$ cat src/hw/pspc_pkg.sv
// package: processor state and privilege control constants and types
package pspc_pkg;

    // ------------------------------------------------------------
    // status word layout
    // ------------------------------------------------------------
    localparam int    SW_SUPER_BIT  = 13;
    localparam int    SW_TRACE_BIT  = 15;
    localparam int    SW_IMASK_LSB  = 8;
    localparam int    IMASK_WIDTH   = 3;
    localparam logic [15:0] SW_RESET = 16'h2700;
    localparam logic [2:0] IRQ_NMI_LEVEL = 3'h7;

    // ------------------------------------------------------------
    // timing counts in cycles of mclk
    // ------------------------------------------------------------
    localparam int    VEC_FETCH_CYC = 2;
    localparam int    STACK_CYC     = 2;
    localparam int    REFILL_CYC    = 2;
    localparam int    LP_PHASE_CYC  = 2;
    localparam int    CNT_WIDTH     = 4;

    // ------------------------------------------------------------
    // operating state and substeps
    // ------------------------------------------------------------
    typedef enum logic [1:0] {
        PSPC_NORMAL    = 2'b00,
        PSPC_EXCEPTION = 2'b01,
        PSPC_LOWPOWER  = 2'b10,
        PSPC_HALTED    = 2'b11
    } pspc_state_t;

    typedef enum logic [1:0] {
        EXC_VECTOR = 2'b00,
        EXC_STACK  = 2'b01,
        EXC_REFILL = 2'b10,
        EXC_HANDLR = 2'b11
    } pspc_exc_step_t;

    typedef enum logic [3:0] {
        CAUSE_NONE      = 4'h0,
        CAUSE_ACCESS    = 4'h1,
        CAUSE_ADDRESS   = 4'h2,
        CAUSE_PRIVILEGE = 4'h3,
        CAUSE_TRACE     = 4'h4,
        CAUSE_TRAP      = 4'h5,
        CAUSE_INSTR     = 4'h6,
        CAUSE_INTERRUPT = 4'h7
    } pspc_cause_t;

    // instruction issued by the execute pipeline for a privilege check
    typedef struct packed {
        logic valid;
        logic is_stop;
        logic is_lowpower;
        logic is_reset;
        logic touches_sw;
        logic is_trap;
        logic is_exc_instr;
        logic writes_sw;
        logic [15:0] sw_value;
    } pspc_instr_t;

    // register access request from the execute pipeline
    typedef struct packed {
        logic valid;
        logic supervisor_only;
    } pspc_regreq_t;

    // bus cycle qualification towards the bus controller
    typedef struct packed {
        logic supervisor;
        logic allowed;
    } pspc_busq_t;

endpackage

$ cat src/hw/pspc_exc_seq.sv
// exception processing sequencer: vector fetch, stacking, pipeline refill
`timescale 1ns/1ps
module pspc_exc_seq (
    input  wire logic                     mclk,
    input  wire logic                     resetn,
    input  wire logic                     start,
    input  wire logic                     handler_started,
    output logic                          busy,
    output logic                          push_sw,
    output pspc_pkg::pspc_exc_step_t      step,
    output logic                          done
);
    import pspc_pkg::*;

    pspc_exc_step_t        step_q;
    pspc_exc_step_t        step_d;
    logic                  busy_q;
    logic [CNT_WIDTH-1:0]  cnt_q;
    logic [CNT_WIDTH-1:0]  cnt_d;
    logic                  busy_d;
    logic                  cnt_zero;
    logic                  finish;

    function automatic logic [CNT_WIDTH-1:0] step_len(input pspc_exc_step_t s);
        case (s)
            EXC_VECTOR: step_len = CNT_WIDTH'(VEC_FETCH_CYC - 1);
            EXC_STACK:  step_len = CNT_WIDTH'(STACK_CYC - 1);
            EXC_REFILL: step_len = CNT_WIDTH'(REFILL_CYC - 1);
            default:    step_len = '0;
        endcase
    endfunction

    assign cnt_zero = (cnt_q == '0);
    // complete only once the first handler instruction begins executing
    assign finish   = busy_q && (step_q == EXC_HANDLR) && handler_started; // [RULE2]

    always_comb begin
        step_d = step_q;
        cnt_d  = cnt_q;
        busy_d = busy_q;
        if (start && !busy_q) begin
            busy_d = 1'b1;
            step_d = EXC_VECTOR;
            cnt_d  = step_len(EXC_VECTOR);
        end else if (finish) begin
            // park on the first step so an idle sequencer never looks finished
            busy_d = 1'b0;
            step_d = EXC_VECTOR;
        end else if (busy_q && step_q != EXC_HANDLR) begin
            if (!cnt_zero) begin
                cnt_d = cnt_q - 1'b1;
            end else begin
                case (step_q)
                    EXC_VECTOR: step_d = EXC_STACK;
                    EXC_STACK:  step_d = EXC_REFILL;
                    EXC_REFILL: step_d = EXC_HANDLR;
                    default:    step_d = EXC_HANDLR;
                endcase
                cnt_d = step_len(step_d);
            end
        end
    end

    always_ff @(posedge mclk) begin
        if (!resetn) begin
            step_q <= EXC_VECTOR;
            cnt_q  <= '0;
            busy_q <= 1'b0;
        end else begin
            step_q <= step_d;
            cnt_q  <= cnt_d;
            busy_q <= busy_d;
        end
    end

    assign busy    = busy_q;
    assign step    = step_q;
    // status word goes onto the supervisor stack in the first stacking cycle
    assign push_sw = busy_q && (step_q == EXC_STACK) && (cnt_q == step_len(EXC_STACK)); // [RULE13]
    assign done    = finish;

endmodule

$ cat src/hw/pspc_core.sv
// top: processor operating state and supervisor/user privilege control
//
// Behaviour
// [RULE1] always exactly one of four operating states
// [RULE2] exception: vector, stacking, refill, until handler runs
// [RULE3] internal and external conditions start exception processing
// [RULE4] low-power halt: four phases, exit reset/nonmasked interrupt
// [RULE5] access/address error during exception halts processor
// [RULE6] halted state left only by external reset
// [RULE7] stop: normal state without bus cycles, not halted
// [RULE8] supervisor bit selects privilege, qualifies address space
// [RULE9] user mode reaches only user registers
// [RULE10] stop and reset instructions supervisor only
// [RULE11] status word supervisor bit access is privileged
// [RULE12] traps give user code entry to supervisor
// [RULE13] exception entry pushes status word, sets supervisor
// [RULE14] bus cycles tagged supervisor/user; exception cycles supervisor
// [RULE15] user privileged instruction raises privilege violation
`timescale 1ns/1ps
module pspc_core (
    input  wire logic                  mclk,
    input  wire logic                  resetn,
    input  wire pspc_pkg::pspc_instr_t instr,
    input  wire pspc_pkg::pspc_regreq_t reg_req,
    input  wire logic                  trace_event,
    input  wire logic                  access_error,
    input  wire logic                  address_error,
    input  wire logic [2:0]            irq_level,
    input  wire logic                  interrupt_wake,
    input  wire logic                  handler_started,
    output pspc_pkg::pspc_state_t      proc_state,
    output logic [15:0]                processor_status_word,
    output pspc_pkg::pspc_busq_t       bus_qual,
    output logic                       reg_grant,
    output logic                       instr_grant,
    output logic                       stopped,
    output logic [1:0]                 lp_phase,
    output pspc_pkg::pspc_cause_t      exc_cause,
    output logic                       push_sw,
    output logic [15:0]                pushed_sw,
    output pspc_pkg::pspc_exc_step_t   exc_step,
    output logic                       halted
);
    import pspc_pkg::*;

    // ------------------------------------------------------------
    // state registers
    // ------------------------------------------------------------
    pspc_state_t           state_q;
    pspc_state_t           state_d;
    logic [15:0]           sw_q;
    logic [15:0]           sw_d;
    logic                  stop_q;
    logic                  stop_d;
    logic [1:0]            phase_q;
    logic [1:0]            phase_d;
    logic [CNT_WIDTH-1:0]  lp_cnt_q;
    logic [CNT_WIDTH-1:0]  lp_cnt_d;
    pspc_cause_t           cause_q;
    pspc_cause_t           cause_d;
    logic [15:0]           pushed_q;
    logic [15:0]           pushed_d;
    logic [2:0]            irq_s1_q;
    logic [2:0]            irq_s2_q;
    logic                  wake_s1_q;
    logic                  wake_s2_q;

    // ------------------------------------------------------------
    // decode
    // ------------------------------------------------------------
    wire  super_mode   = sw_q[SW_SUPER_BIT]; // [RULE8]
    wire  [2:0] imask  = sw_q[SW_IMASK_LSB +: IMASK_WIDTH];
    wire  irq_pending  = (irq_s2_q == IRQ_NMI_LEVEL) || (irq_s2_q > imask);
    wire  in_normal    = (state_q == PSPC_NORMAL);
    wire  instr_priv   = instr.is_stop || instr.is_lowpower || instr.is_reset || instr.touches_sw; // [RULE10] [RULE11]
    wire  priv_viol    = in_normal && !stop_q && instr.valid && instr_priv && !super_mode; // [RULE15]
    wire  reg_viol     = in_normal && !stop_q && reg_req.valid && reg_req.supervisor_only && !super_mode; // [RULE9]
    wire  instr_ok     = in_normal && !stop_q && instr.valid && !priv_viol;
    wire  int_exc      = in_normal && !stop_q && (trace_event || (instr_ok && (instr.is_trap || instr.is_exc_instr)));
    wire  any_error    = access_error || address_error;
    wire  seq_busy;
    wire  seq_done;
    wire  seq_push;
    wire  ext_exc      = in_normal && (any_error || irq_pending); // [RULE3]
    wire  stop_wake    = stop_q && irq_pending;
    wire  enter_exc    = priv_viol || reg_viol || int_exc || ext_exc; // [RULE3]
    wire  lp_wake      = (state_q == PSPC_LOWPOWER) && wake_s2_q && irq_pending; // [RULE4]
    wire  lp_cnt_zero  = (lp_cnt_q == '0);

    // external interrupt level and wake come from outside the clock domain
    always_ff @(posedge mclk) begin
        if (!resetn) begin
            irq_s1_q  <= 3'h0;
            irq_s2_q  <= 3'h0;
            wake_s1_q <= 1'b0;
            wake_s2_q <= 1'b0;
        end else begin
            irq_s1_q  <= irq_level;
            irq_s2_q  <= irq_s1_q;
            wake_s1_q <= interrupt_wake;
            wake_s2_q <= wake_s1_q;
        end
    end

    function automatic pspc_cause_t pick_cause(input logic acc, input logic adr, input logic pv,
                                               input logic trc, input logic trp);
        if (acc)
            pick_cause = CAUSE_ACCESS;
        else if (adr)
            pick_cause = CAUSE_ADDRESS;
        else if (pv)
            pick_cause = CAUSE_PRIVILEGE;
        else if (trc)
            pick_cause = CAUSE_TRACE;
        else if (trp)
            pick_cause = CAUSE_TRAP;
        else
            pick_cause = CAUSE_INTERRUPT;
    endfunction

    // ------------------------------------------------------------
    // next state
    // ------------------------------------------------------------
    always_comb begin
        state_d  = state_q;
        sw_d     = sw_q;
        stop_d   = stop_q;
        phase_d  = phase_q;
        lp_cnt_d = lp_cnt_q;
        cause_d  = cause_q;
        pushed_d = pushed_q;
        case (state_q) // [RULE1]
            PSPC_NORMAL: begin
                if (enter_exc || stop_wake) begin
                    state_d = PSPC_EXCEPTION;
                    stop_d  = 1'b0;
                    cause_d = pick_cause(access_error, address_error, priv_viol || reg_viol,
                                         trace_event, instr.is_trap); // [RULE12]
                    if (instr_ok && instr.is_exc_instr && !instr.is_trap && !trace_event && !any_error)
                        cause_d = CAUSE_INSTR;
                    pushed_d = sw_q;
                    // supervisor forced for the whole exception
                    sw_d[SW_SUPER_BIT] = 1'b1; // [RULE13]
                    sw_d[SW_TRACE_BIT] = 1'b0;
                end else if (instr_ok && instr.is_lowpower) begin
                    state_d  = PSPC_LOWPOWER; // [RULE4]
                    phase_d  = 2'b00;
                    lp_cnt_d = CNT_WIDTH'(LP_PHASE_CYC - 1);
                    if (instr.writes_sw)
                        sw_d = instr.sw_value;
                end else if (instr_ok && instr.is_stop) begin
                    stop_d = 1'b1; // [RULE7]
                    if (instr.writes_sw)
                        sw_d = instr.sw_value;
                end else if (instr_ok && instr.writes_sw) begin
                    sw_d = instr.sw_value; // [RULE11]
                end
            end
            PSPC_EXCEPTION: begin
                // no state saved on a nested fault: the machine just stops
                if (any_error) begin
                    state_d = PSPC_HALTED; // [RULE5]
                end else if (seq_done) begin
                    state_d = PSPC_NORMAL; // [RULE2]
                end
            end
            PSPC_LOWPOWER: begin
                if (lp_wake) begin
                    state_d = PSPC_EXCEPTION;
                    cause_d = CAUSE_INTERRUPT;
                    pushed_d = sw_q;
                    sw_d[SW_SUPER_BIT] = 1'b1; // [RULE13]
                end else if (phase_q != 2'b11) begin
                    // walk the four entry phases, then sit quiet
                    if (lp_cnt_zero) begin
                        phase_d  = phase_q + 2'b01; // [RULE4]
                        lp_cnt_d = CNT_WIDTH'(LP_PHASE_CYC - 1);
                    end else begin
                        lp_cnt_d = lp_cnt_q - 1'b1;
                    end
                end
            end
            PSPC_HALTED: begin
                state_d = PSPC_HALTED; // [RULE6]
            end
            default: begin
                state_d = PSPC_HALTED;
            end
        endcase
    end

    always_ff @(posedge mclk) begin
        if (!resetn) begin
            state_q  <= PSPC_EXCEPTION;
            sw_q     <= SW_RESET;
            stop_q   <= 1'b0;
            phase_q  <= 2'b00;
            lp_cnt_q <= '0;
            cause_q  <= CAUSE_NONE;
            pushed_q <= 16'h0000;
        end else begin
            state_q  <= state_d;
            sw_q     <= sw_d;
            stop_q   <= stop_d;
            phase_q  <= phase_d;
            lp_cnt_q <= lp_cnt_d;
            cause_q  <= cause_d;
            pushed_q <= pushed_d;
        end
    end

    // ------------------------------------------------------------
    // exception sequencer
    // ------------------------------------------------------------
    // reset itself is handled as an exception, hence the reset state
    logic start_q;
    always_ff @(posedge mclk) begin
        if (!resetn)
            start_q <= 1'b1;
        else
            start_q <= (state_d == PSPC_EXCEPTION) && (state_q != PSPC_EXCEPTION);
    end

    pspc_exc_seq u_seq (
        .mclk            (mclk),
        .resetn          (resetn),
        .start           (start_q && state_q == PSPC_EXCEPTION && !seq_busy),
        .handler_started (handler_started),
        .busy            (seq_busy),
        .push_sw         (seq_push),
        .step            (exc_step),
        .done            (seq_done)
    );

    // ------------------------------------------------------------
    // outputs
    // ------------------------------------------------------------
    assign proc_state            = state_q;
    assign processor_status_word = sw_q;
    assign bus_qual.supervisor   = super_mode || (state_q == PSPC_EXCEPTION); // [RULE14]
    // no bus traffic while stopped, quiescent or halted
    assign bus_qual.allowed      = (in_normal && !stop_q) || (state_q == PSPC_EXCEPTION); // [RULE7]
    assign reg_grant             = reg_req.valid && in_normal && !stop_q && !reg_viol; // [RULE9]
    assign instr_grant           = instr_ok; // [RULE15]
    assign stopped               = stop_q;
    assign lp_phase              = phase_q;
    assign exc_cause             = cause_q;
    assign push_sw               = seq_push && (state_q == PSPC_EXCEPTION); // [RULE13]
    assign pushed_sw             = pushed_q;
    assign halted                = (state_q == PSPC_HALTED); // [RULE6]

endmodule

$ cat config.mk
export PLATFORM = sky130hd
export DESIGN_NAME = pspc_core
export DESIGN_NICKNAME = d
export VERILOG_FILES = /design/src/hw/pspc_pkg.sv /design/src/hw/pspc_exc_seq.sv /design/src/hw/pspc_core.sv
export SDC_FILE = /design/constraint.sdc
export NUM_CORES = 1
export LEC_CHECK = 0
export BUFFER_PORTS_ARGS = -buffer_cell sky130_fd_sc_hd__buf_2
export CORE_MARGIN = 4
export CORE_UTILIZATION = 50
export CTS_CLUSTER_SIZE = 8
export DETAILED_ROUTE_END_ITERATION = 12
export PLACE_DENSITY = 0.78
export SLEW_MARGIN = 20
export SYNTH_ARGS = -nofsm -noshare
export SYNTH_HDL_FRONTEND = slang
export SYNTH_SLANG_ARGS = --single-unit
$ cat constraint.sdc
create_clock -name mclk -period 4.8 [get_ports mclk]
set_input_delay 0.24 -clock mclk [delete_from_list [all_inputs] [get_ports mclk]]
set_output_delay 0.24 -clock mclk [all_outputs]
set_load 0.1 [all_outputs]
-- Word-level counts from Yosys, hierarchy flattened
Index checks and enable logic that the tools add are counted.
- equal/unequal tests: 23
- div/mod/pow operators: 0
- add/sub/neg operators: 3
- bitwise gates (word level): 3
- multipliers: 0
- reductions and logical operators: 80
- magnitude comparators: 1
- multiplexer cells: 53
- shift operators: 0
- operator list (cell ; number):
    2-to-1 mux 16 bit ; 6
    2-to-1 mux 4 bit ; 9
    logical AND 1 bit ; 34
    2-to-1 mux 2 bit ; 16
    case mux 16 bit (2 select lines) ; 1
    case mux 4 bit (2 select lines) ; 2
    logical OR 1 bit ; 14
    != test 2 bit (second input constant) ; 7
    2-to-1 mux 1 bit ; 12
    AND reduction 3 bit ; 4
    != test 2 x 1 -> 1 bit (second input constant) ; 5
    2-to-1 mux 3 bit ; 3
    == test 2 x 1 -> 1 bit (second input constant) ; 4
    == test 2 bit (second input constant) ; 4
    zero test 1 bit ; 8
    zero test 4 bit ; 2
    case mux 2 bit (2 select lines) ; 2
    case mux 2 bit (4 select lines) ; 1
    AND reduction 2 bit ; 4
    nonzero test 2 bit ; 4
    subtractor 4 x 1 -> 4 bit (second input constant) ; 2
    zero test 2 bit ; 3
    AND reduction 6 bit ; 1
    OR reduction 3 bit ; 2
    other kinds (11) ; 13
- register bits: 61
- memories: 0
- bits in writable memories: 0
- memory bits (read-only): 0
- bits in latches: 0
- output and inout bits: 49
- input bits: 36

-- Logic depth before layout (Yosys ltp)
Gate-level depths: netlist of run 1.
- depth after elaboration: 17
- depth in mapped cells: 10
- gate-level depth less buffers: 8

-- Cells and area by module
From an unflattened synthesis of run 1, not the netlist that was laid out.
- cells, all modules: 310
- area, all modules: 2752.6 µm²
- by module, submodules not included (module ; area an instance (µm²) ; cells an instance ; instances):
    pspc_core ; 2409.8 ; 268 ; 1
    pspc_exc_seq ; 342.8 ; 42 ; 1

-- Worst setup path before layout of run 1
OpenSTA, ideal clock, no wires.
- path type: reg-to-output
- start point: register state_q[0], in the netlist proc_state[0]
- end point: output port push_sw
- data arrival time: 4544 ps
- buffers on the path: 1
- slack: 16 ps
- cell stages (with the launch flop): 6
- cells stage by stage: dfxtp_1 -> buf_1 -> inv_2 -> nor2_1 -> nand3_1 -> nor4_1
- cells in the longest elaborated chain, start to end: 2
- RTL lines (item ; RTL line ; source):
    from (decl) ; pspc_core.sv:49 ; pspc_state_t state_q;
    from (signal assigned) ; pspc_core.sv:202 ; state_q <= state_d;
    == test 2 x 1 -> 1 bit ; pspc_core.sv:248 ; assign push_sw = seq_push && (state_q == PSPC_EXCEPTION);
    logical AND 1 bit ; pspc_core.sv:248 ;
    to (decl) ; pspc_core.sv:39 ; output logic push_sw,
No other way between the ends.

-- Worst setup path after layout of run 1
- start point: register sw_q[10], in the netlist processor_status_word[10]
- end point: register sw_q[13], in the netlist processor_status_word[13]
- cells in the longest elaborated chain, start to end: 8
- elaborated cells between the ends (all ways): 13
- those cells by class: order compare: 1; eq/ne: 2; mux: 2; reduce/logical: 8
- RTL lines (item ; RTL line ; source):
    from (decl) ; pspc_core.sv:51 ; logic [15:0] sw_q;
    from (signal assigned) ; pspc_core.sv:203 ; sw_q <= sw_d;
    > comparator 3 bit * ; pspc_core.sv:73 ; wire irq_pending = (irq_s2_q == IRQ_NMI_LEVEL) || (irq_s2_q > imask);
    logical OR 1 bit * ; pspc_core.sv:73 ;
    logical OR 1 bit ; pspc_core.sv:84 ; wire ext_exc = in_normal && (any_error || irq_pending);
    logical AND 1 bit ; pspc_core.sv:84 ;
    logical OR 1 bit ; pspc_core.sv:86 ; wire enter_exc = priv_viol || reg_viol || int_exc || ext_exc;
    logical OR 1 bit ; pspc_core.sv:134 ; if (enter_exc || stop_wake) begin
    != test 5 x 1 -> 1 bit (no line) / 2-to-1 mux 1 bit (equally long branches) ; -- ;
    AND reduction 3 bit (no line) / case mux 1 bit (2 select lines) (equally long branches) ; -- ;
Every way passes the cells marked *; elsewhere a longest branch is shown, timed or not.
A chain may end at the register's enable or synchronous reset.

==> metrics.cfg, run 1 <==
[global_route]
grt_max_degree=46
grt_pass1_vias=2308
antenna_found_initial=0
grt_pass1_wl_mm=10.19
overflow=0
track_usage=0.1984

[drt]
routed_wl_mm=6.417
drc_errors=0
vias=2473
ant_nets=0
drt-wirelength-per-cell_um=13.68
first_pass_iters=4
drt-initial-drc-count=114
vias_per_cell=5.273

[timing]
fin_crit_ps=2483
worst_pin_slew_ps=754.1
fin_crit_sh=0.5173
finalClockSkew_ps=8.924
tns_ps=0
final_hold_viol_count=0
relSlewSlack=0.4973
report.final.slew_viol_count=0
fin_hold_ws_ps=114.9
rsz0062_at_grt=no
timing.fmax_ghz=0.4027
final-setup-viol-count=0

[clock_network]
cts_buffers=9
cts_buffer_depth=2
cts_hold_buf=0
cts_tree=done
path_clk_slew_ps=60
cts_setup_buffers=0
clock_sinks=60
htree_levels=3
insertion_delay_ps=330
cts_resized=0
cts_root_buffer=clkbuf_8

[yosys]
synth_cell_type_count=57
yosys_warnings=0
yosys_register_bits=60
ys.flop_type=dfxtp_1
synth_enable_flop_cells=0
synth_cells=314
async_flop_share=0
yosysTopAreaCellShare=0.4334
syn_area_per_cell_um2=8.826
synthTopCellsByArea=dfxtp_1, mux2i_1, nor2_1
syn_area_um2=2771
synth-seq-area-share=0.4334
synth_top_area_cell=dfxtp_1
synth_nets=356

[place]
port_buffers=83
dp_hpwl_mm=4.709
dp_cells=453
gp_congestion=0.8534

[critical_path]
crit_path_top_delay_cell=dfxtp_1
cp_max_fo=23
cp.arrival_ps=2700
crit_type=flop to flop
crit_path_start_kind=flop
crit_required_ps=5020
cpPeakStageDelay_ps=380
cp_cell_sequence=inv_1, ha_1, and3b_1, nor2_1, o21ai_2, o31a_1, buf_4, a21oi_1, mux2_2
crit_path_end_kind=flop

[cells_and_area]
final_cell_mix=buf_2, dfxtp_1, nor2_1, nand2_1, mux2i_1
final_util=0.6474
final_common_cell=buf_2
stdcell_count=469
antenna_cells=0
syn_to_final_growth_pct=22.35
final_layout_size_suffix_gt1_frac=0.2807
final_nets=436

[floorplan]
die_height_um=82.45
die_x_um=82.45
core_um2=5238
ios=85
num_rows=26
initial_utilization=0.5291
fp.dieArea_um2=6798

[hold_path]
hp-class=input port to flop

[power_and_ir_drop]
vdd_drop_max_v=0.0002204
leakage_uw=0.001459
power_density_nw_per_um2=301.8

[flow_run]
cap_violations=0

[status]
status=finished clean

## worst max-delay path, delay by kind of cell (launching register included)
| family | cells | cell delay [ps] |
|---|---|---|
| mux | 1 | 340 |
| simple gates | 2 | 410 |
| buf+inv | 2 | 310 |
| compound gates | 3 | 600 |
| fa+ha+maj | 1 | 330 |
| flops | 1 | 380 |
## layout make-up
| cell class | instances | area, um^2 |
|---|---|---|
| Fill cell | 475 | 1847 |
| Multi-Input combinational cell | 230 | 1461 |
| Sequential cell | 60 | 1201 |
| Timing Repair Buffer | 84 | 422.9 |
| Clock buffer | 11 | 131.4 |
| Tap cell | 70 | 87.58 |
| Clock inverter | 5 | 52.55 |
| Inverter | 9 | 33.78 |
## metal layers
layer / global-route usage / part of all wire / up-vias
met4: 0.1030 / 0.023 / 0
met2: 0.3205 / 0.46 / 80
met3: 0.04338 / 0.066 / 13
met1: 0.2468 / 0.45 / 1123
met5: 0 / 0 / -
li1: - / - / 1257
## report_power, final
part | internal (uW) | switching [uW]
combinational | 26.7 | 58.5
sequential | 505 | 7.77
clock | 237 | 188
## synth_stat cells, drive strengths merged, types with 2 or more instances
cell type   n
and3        2
buf         7
o31ai       2
nand2      37
nand2b      2
o22ai       3
nand3b      5
a31oi       6
nor2       49
dfxtp      60
clkbuf      8
mux2i      32
nand3       6
and2       11
a21oi      11
nor3       10
inv         9
nand4       3
o21ai      12
o31a        3
ha          6
or4         2
o21a        4
nor4        4
## path summary, 6_finish.rpt
path / slack [ps] / endpoint / startpoint / cells after the start
max: 2320 / processor_status_word[13] / processor_status_word[10] / 9
min: 110 / wake_s1_q / interrupt_wake / 2
max reg2reg: 2320 / processor_status_word[13] / processor_status_word[10] / 9
min reg2reg: 440 / irq_s2_q[0] / irq_s1_q[0] / 1
## cells by family after synthesis
family | count (synthesis) | share of synthesized area
XOR/XNOR | 1 | 0.003161
multiplexers | 33 | 0.1196
adder cells (fa/ha/maj) | 6 | 0.02709
other | 1 | 0.001353
flip-flops | 60 | 0.4334
buffers and inverters | 24 | 0.03928
AO/OA/AOI/OAI | 52 | 0.1314
AND/OR/NAND/NOR | 137 | 0.2447
## sequential cells by signal, summed over array words and instances (netlist names)
register and flops:
processor_status_word 16, pushed_sw 16, lp_cnt_q 4, u_seq.cnt_q 4
exc_cause 3, irq_s1_q 3, irq_s2_q 3, lp_phase 2
proc_state 2, u_seq.step 2, start_q 1, stopped 1
u_seq.busy 1, wake_s1_q 1, wake_s2_q 1
## through the flow
| stage | cell area [um^2] | total power, uW | setup WS [ps] |
|---|---|---|---|
| floorplan | 2771 | 581.2 | 15.97 |
| global placement | 3207 | 607.5 | 2416 |
| detailed placement | 3207 | 608.9 | 2332 |
| CTS | 3391 | 1034 | 2327 |
| global route | 3391 | 1063 | 2117 |
| finish | 3391 | 1023 | 2317 |
Power figures use the tool's default switching activity.
==> inputs of run 2 (changes only) <==
--- a/config.mk
+++ b/config.mk
@@ -5,12 +5,13 @@
 export SDC_FILE = /design/constraint.sdc
 export NUM_CORES = 1
 export LEC_CHECK = 0
+export ABC_AREA = 1
 export BUFFER_PORTS_ARGS = -buffer_cell sky130_fd_sc_hd__buf_2
 export CORE_MARGIN = 4
 export CORE_UTILIZATION = 50
 export CTS_CLUSTER_SIZE = 8
 export DETAILED_ROUTE_END_ITERATION = 12
-export PLACE_DENSITY = 0.78
+export PLACE_DENSITY = 0.76
 export SLEW_MARGIN = 20
 export SYNTH_ARGS = -nofsm -noshare
 export SYNTH_HDL_FRONTEND = slang
==> constraint.sdc (replaced) <==
create_clock -name mclk -period 2.43 [get_ports mclk]
set_input_delay 0.1215 -clock mclk [delete_from_list [all_inputs] [get_ports mclk]]
set_output_delay 0.1215 -clock mclk [all_outputs]
set_load 0.1 [all_outputs]
==> run 2 against run 1 <==
Against the previous run: setup slack got worse by 2100 ps; first-iteration DRC count is 110% higher; cell count increased by 44%; critical path type is now flop to output pin; critical endpoint is now push_sw.
==> metrics.cfg, run 2 <==
[timing]
finalClockSkew_ps=5.484  ; was 8.924 ps
fin_hold_ws_ps=61.80  ; was 114.9 ps
rsz0062_at_grt=no  ; unchanged
timing.fmax_ghz=0.4622
fin_crit_ps=2163
final-setup-viol-count=0  ; unchanged
report.final.slew_viol_count=0  ; unchanged
fin_crit_sh=0.8903
tns_ps=0  ; unchanged
final_hold_viol_count=0  ; unchanged

[cells_and_area]
final_common_cell=nand2_1  ; was buf_2
multiInputGateArea_um2=1785  ; was 1461 um^2
fin_area_um2=4006  ; was 3391 um^2
stdcell_count=675  ; was 469
final_nets=635  ; was 436
final_layout_size_suffix_gt1_frac=0.2258  ; was 0.2807
final_cell_mix=nand2_1, buf_2, dfxtp_1, inv_1, nand3_1  ; was buf_2, dfxtp_1, nor2_1, nand2_1, mux2i_1
final_util=0.6309  ; was 0.6474
nFillCells=579  ; was 475
seq_area_um2=1206  ; was 1201 um^2
syn_to_final_growth_pct=22.87  ; was 22.35%
antenna_cells=0  ; unchanged

[critical_path]
crit_path_end_kind=output pin  ; was flop
cp.arrival_ps=2040  ; was 2700 ps
crit_type=flop to output pin  ; was flop to flop
cp_cell_sequence=inv_2, nor2_1, inv_1, nor4_4, buf_2  ; was inv_1, ha_1, and3b_1, nor2_1, o21ai_2, o31a_1, buf_4, a21oi_1, mux2_2
crit_buf_inv=3  ; was 2
path_depth=5  ; was 9
crit_path_top_delay_cell=dfxtp_1  ; unchanged
rr_worst_depth=12  ; was 9
cpPeakStageDelay_ps=530  ; was 380 ps
crit_required_ps=2310  ; was 5020 ps
crit_path_start_kind=flop  ; unchanged
cp_max_fo=7  ; was 23
crit_family=buffers and inverters  ; was compound AO/OA/AOI/OAI gates

[clock_network]
cts_buffers=9  ; unchanged
path_clk_slew_ps=70  ; was 60 ps
htree_levels=3  ; unchanged
insertion_delay_ps=340  ; was 330 ps
cts_buffer_depth=2  ; unchanged
clock_sinks=60  ; unchanged
cts_setup_buffers=0  ; unchanged
cts_tree=done  ; unchanged
cts_root_buffer=clkbuf_8  ; unchanged

[floorplan]
initial_utilization=0.5135  ; was 0.5291
core_um2=6350  ; was 5238 um^2
die_height_um=88.76  ; was 82.45 um
die_x_um=88.76  ; was 82.45 um
fp.dieArea_um2=7877  ; was 6798 um^2
num_rows=29  ; was 26
ios=85  ; unchanged

[power_and_ir_drop]
vdd_drop_max_v=0.0005242  ; was 0.0002204 V
leakage_uw=0.002097  ; was 0.001459 uW
power_density_nw_per_um2=556.1  ; was 301.8 nW/um^2

[yosys]
synth_enable_flop_cells=0  ; unchanged
syn_area_per_cell_um2=6.406  ; was 8.826 um^2
synth_nets=551  ; was 356
async_flop_share=0  ; unchanged
synth_cell_type_count=31  ; was 57
netlist_top_cells_count=nand2_1, dfxtp_1, inv_1  ; was dfxtp_1, nor2_1, nand2_1
yosys_warnings=0  ; unchanged
synth-seq-area-share=0.3684  ; was 0.4334
synth_top_area_cell=dfxtp_1  ; unchanged
ys.flop_type=dfxtp_1  ; unchanged
yosysTopAreaCellShare=0.3684  ; was 0.4334
yosys_register_bits=60  ; unchanged
syn_area_um2=3261  ; was 2771 um^2
synth_most_common_cell=nand2_1  ; was dfxtp_1
synth_cells=509  ; was 314
synthTopCellsByArea=dfxtp_1, nand2_1, nand3_1  ; was dfxtp_1, mux2i_1, nor2_1

[hold_path]
hp-class=input port to flop  ; unchanged
holdPathStages=3  ; was 2

[drt]
drt-initial-drc-count=240  ; was 114
vias_per_cell=5.178  ; was 5.273
first_pass_iters=5  ; was 4
drc_errors=0  ; unchanged
vias=3495  ; was 2473
routed_wl_mm=8.957  ; was 6.417 mm
ant_nets=0  ; unchanged
drt-wirelength-per-cell_um=13.27  ; was 13.68 um

[place]
dp_hpwl_mm=6.557  ; was 4.709 mm
dp_cells=655  ; was 453
postPlaceCellArea_um2=3742  ; was 3207 um^2
port_buffers=83  ; unchanged
gp_congestion=0.8859  ; was 0.8534

[global_route]
grt_pass1_vias=3228  ; was 2308
grt_max_degree=32  ; was 46
overflow=0  ; unchanged
track_usage=0.2405  ; was 0.1984
grt_pass1_wl_mm=14.86  ; was 10.19 mm
antenna_found_initial=0  ; unchanged

[flow_run]
cap_violations=0  ; unchanged

[status]
status=finished clean  ; unchanged

run 2: cell types whose count changed after synthesis, moves of 11 or more:
cell and change:
and2_1 -11, nand4_1 +17, a21oi_1 +28, inv_1 +37, nand2_1 +165, mux2i_1 -32, nand3_1 +34
run 2: tightest hold or removal path, cell delays in order:
cell,delay [ps]
buf_2,90
nand4_1,80
nand3_1,80
run 2: per-layer routing:
metal | GRT usage | vias up | wire length, um
met2 | 0.3718 | 125 | 4090
met3 | 0.06052 | 12 | 620
li1 | - | 1797 | -
met4 | 0.07967 | 0 | 117
met1 | 0.3278 | 1561 | 4129
met5 | 0 | - | 0
run 2: worst paths after layout:
path / start / to / slack (ps)
setup / recovery: proc_state[0] / push_sw / 270
hold / removal: instr[8] / processor_status_word[8] / 60
hold reg to reg: irq_s1_q[0] / irq_s2_q[0] / 420
setup reg to reg: processor_status_word[10] / processor_status_word[9] / 270
run 2: timing repair:
item                                    in CTS  in global routing
gates resized for setup                      0                  0
hold buffers                                 4                  0
hold endpoints to repair                     4                  0
endpoints found under the setup margin       0                  0
run 2: stage by stage:
stage / worst slack (ps) / total power [uW]
3_3_place_gp: 364.1 / 1216
4_1_cts: 259.3 / 2234
3_5_place_dp: 280.9 / 1219
6_report: 266.6 / 2228
5_1_grt: 28.92 / 2324
2_1_floorplan: -244.0 / 1157
run 2: area by class of cell:
class                      instances  share of cell area
tap                               77             0.02405
timing repair buffer              94              0.1268
clock inverter                     6             0.02155
inverter                          48             0.04653
sequential                        60              0.3011
multi-input combinational        380              0.4457
clock buffer                      10             0.03435
run 2: power breakdown:
group | leakage, uW | switching, uW | internal (uW)
combinational | 0.00150 | 137 | 61.7
clock | 0.000113 | 419 | 605
sequential | 0.000485 | 10.2 | 996
run 2: cell families after synthesis:
logic type / Yosys count / share of synthesized area
AND/OR/NAND/NOR: 320 / 0.4282
buffers and inverters: 69 / 0.08941
flip-flops: 60 / 0.3684
other: 1 / 0.001150
AO/OA/AOI/OAI: 51 / 0.08442
adder cells (fa/ha/maj): 6 / 0.02302
XOR/XNOR: 2 / 0.005373
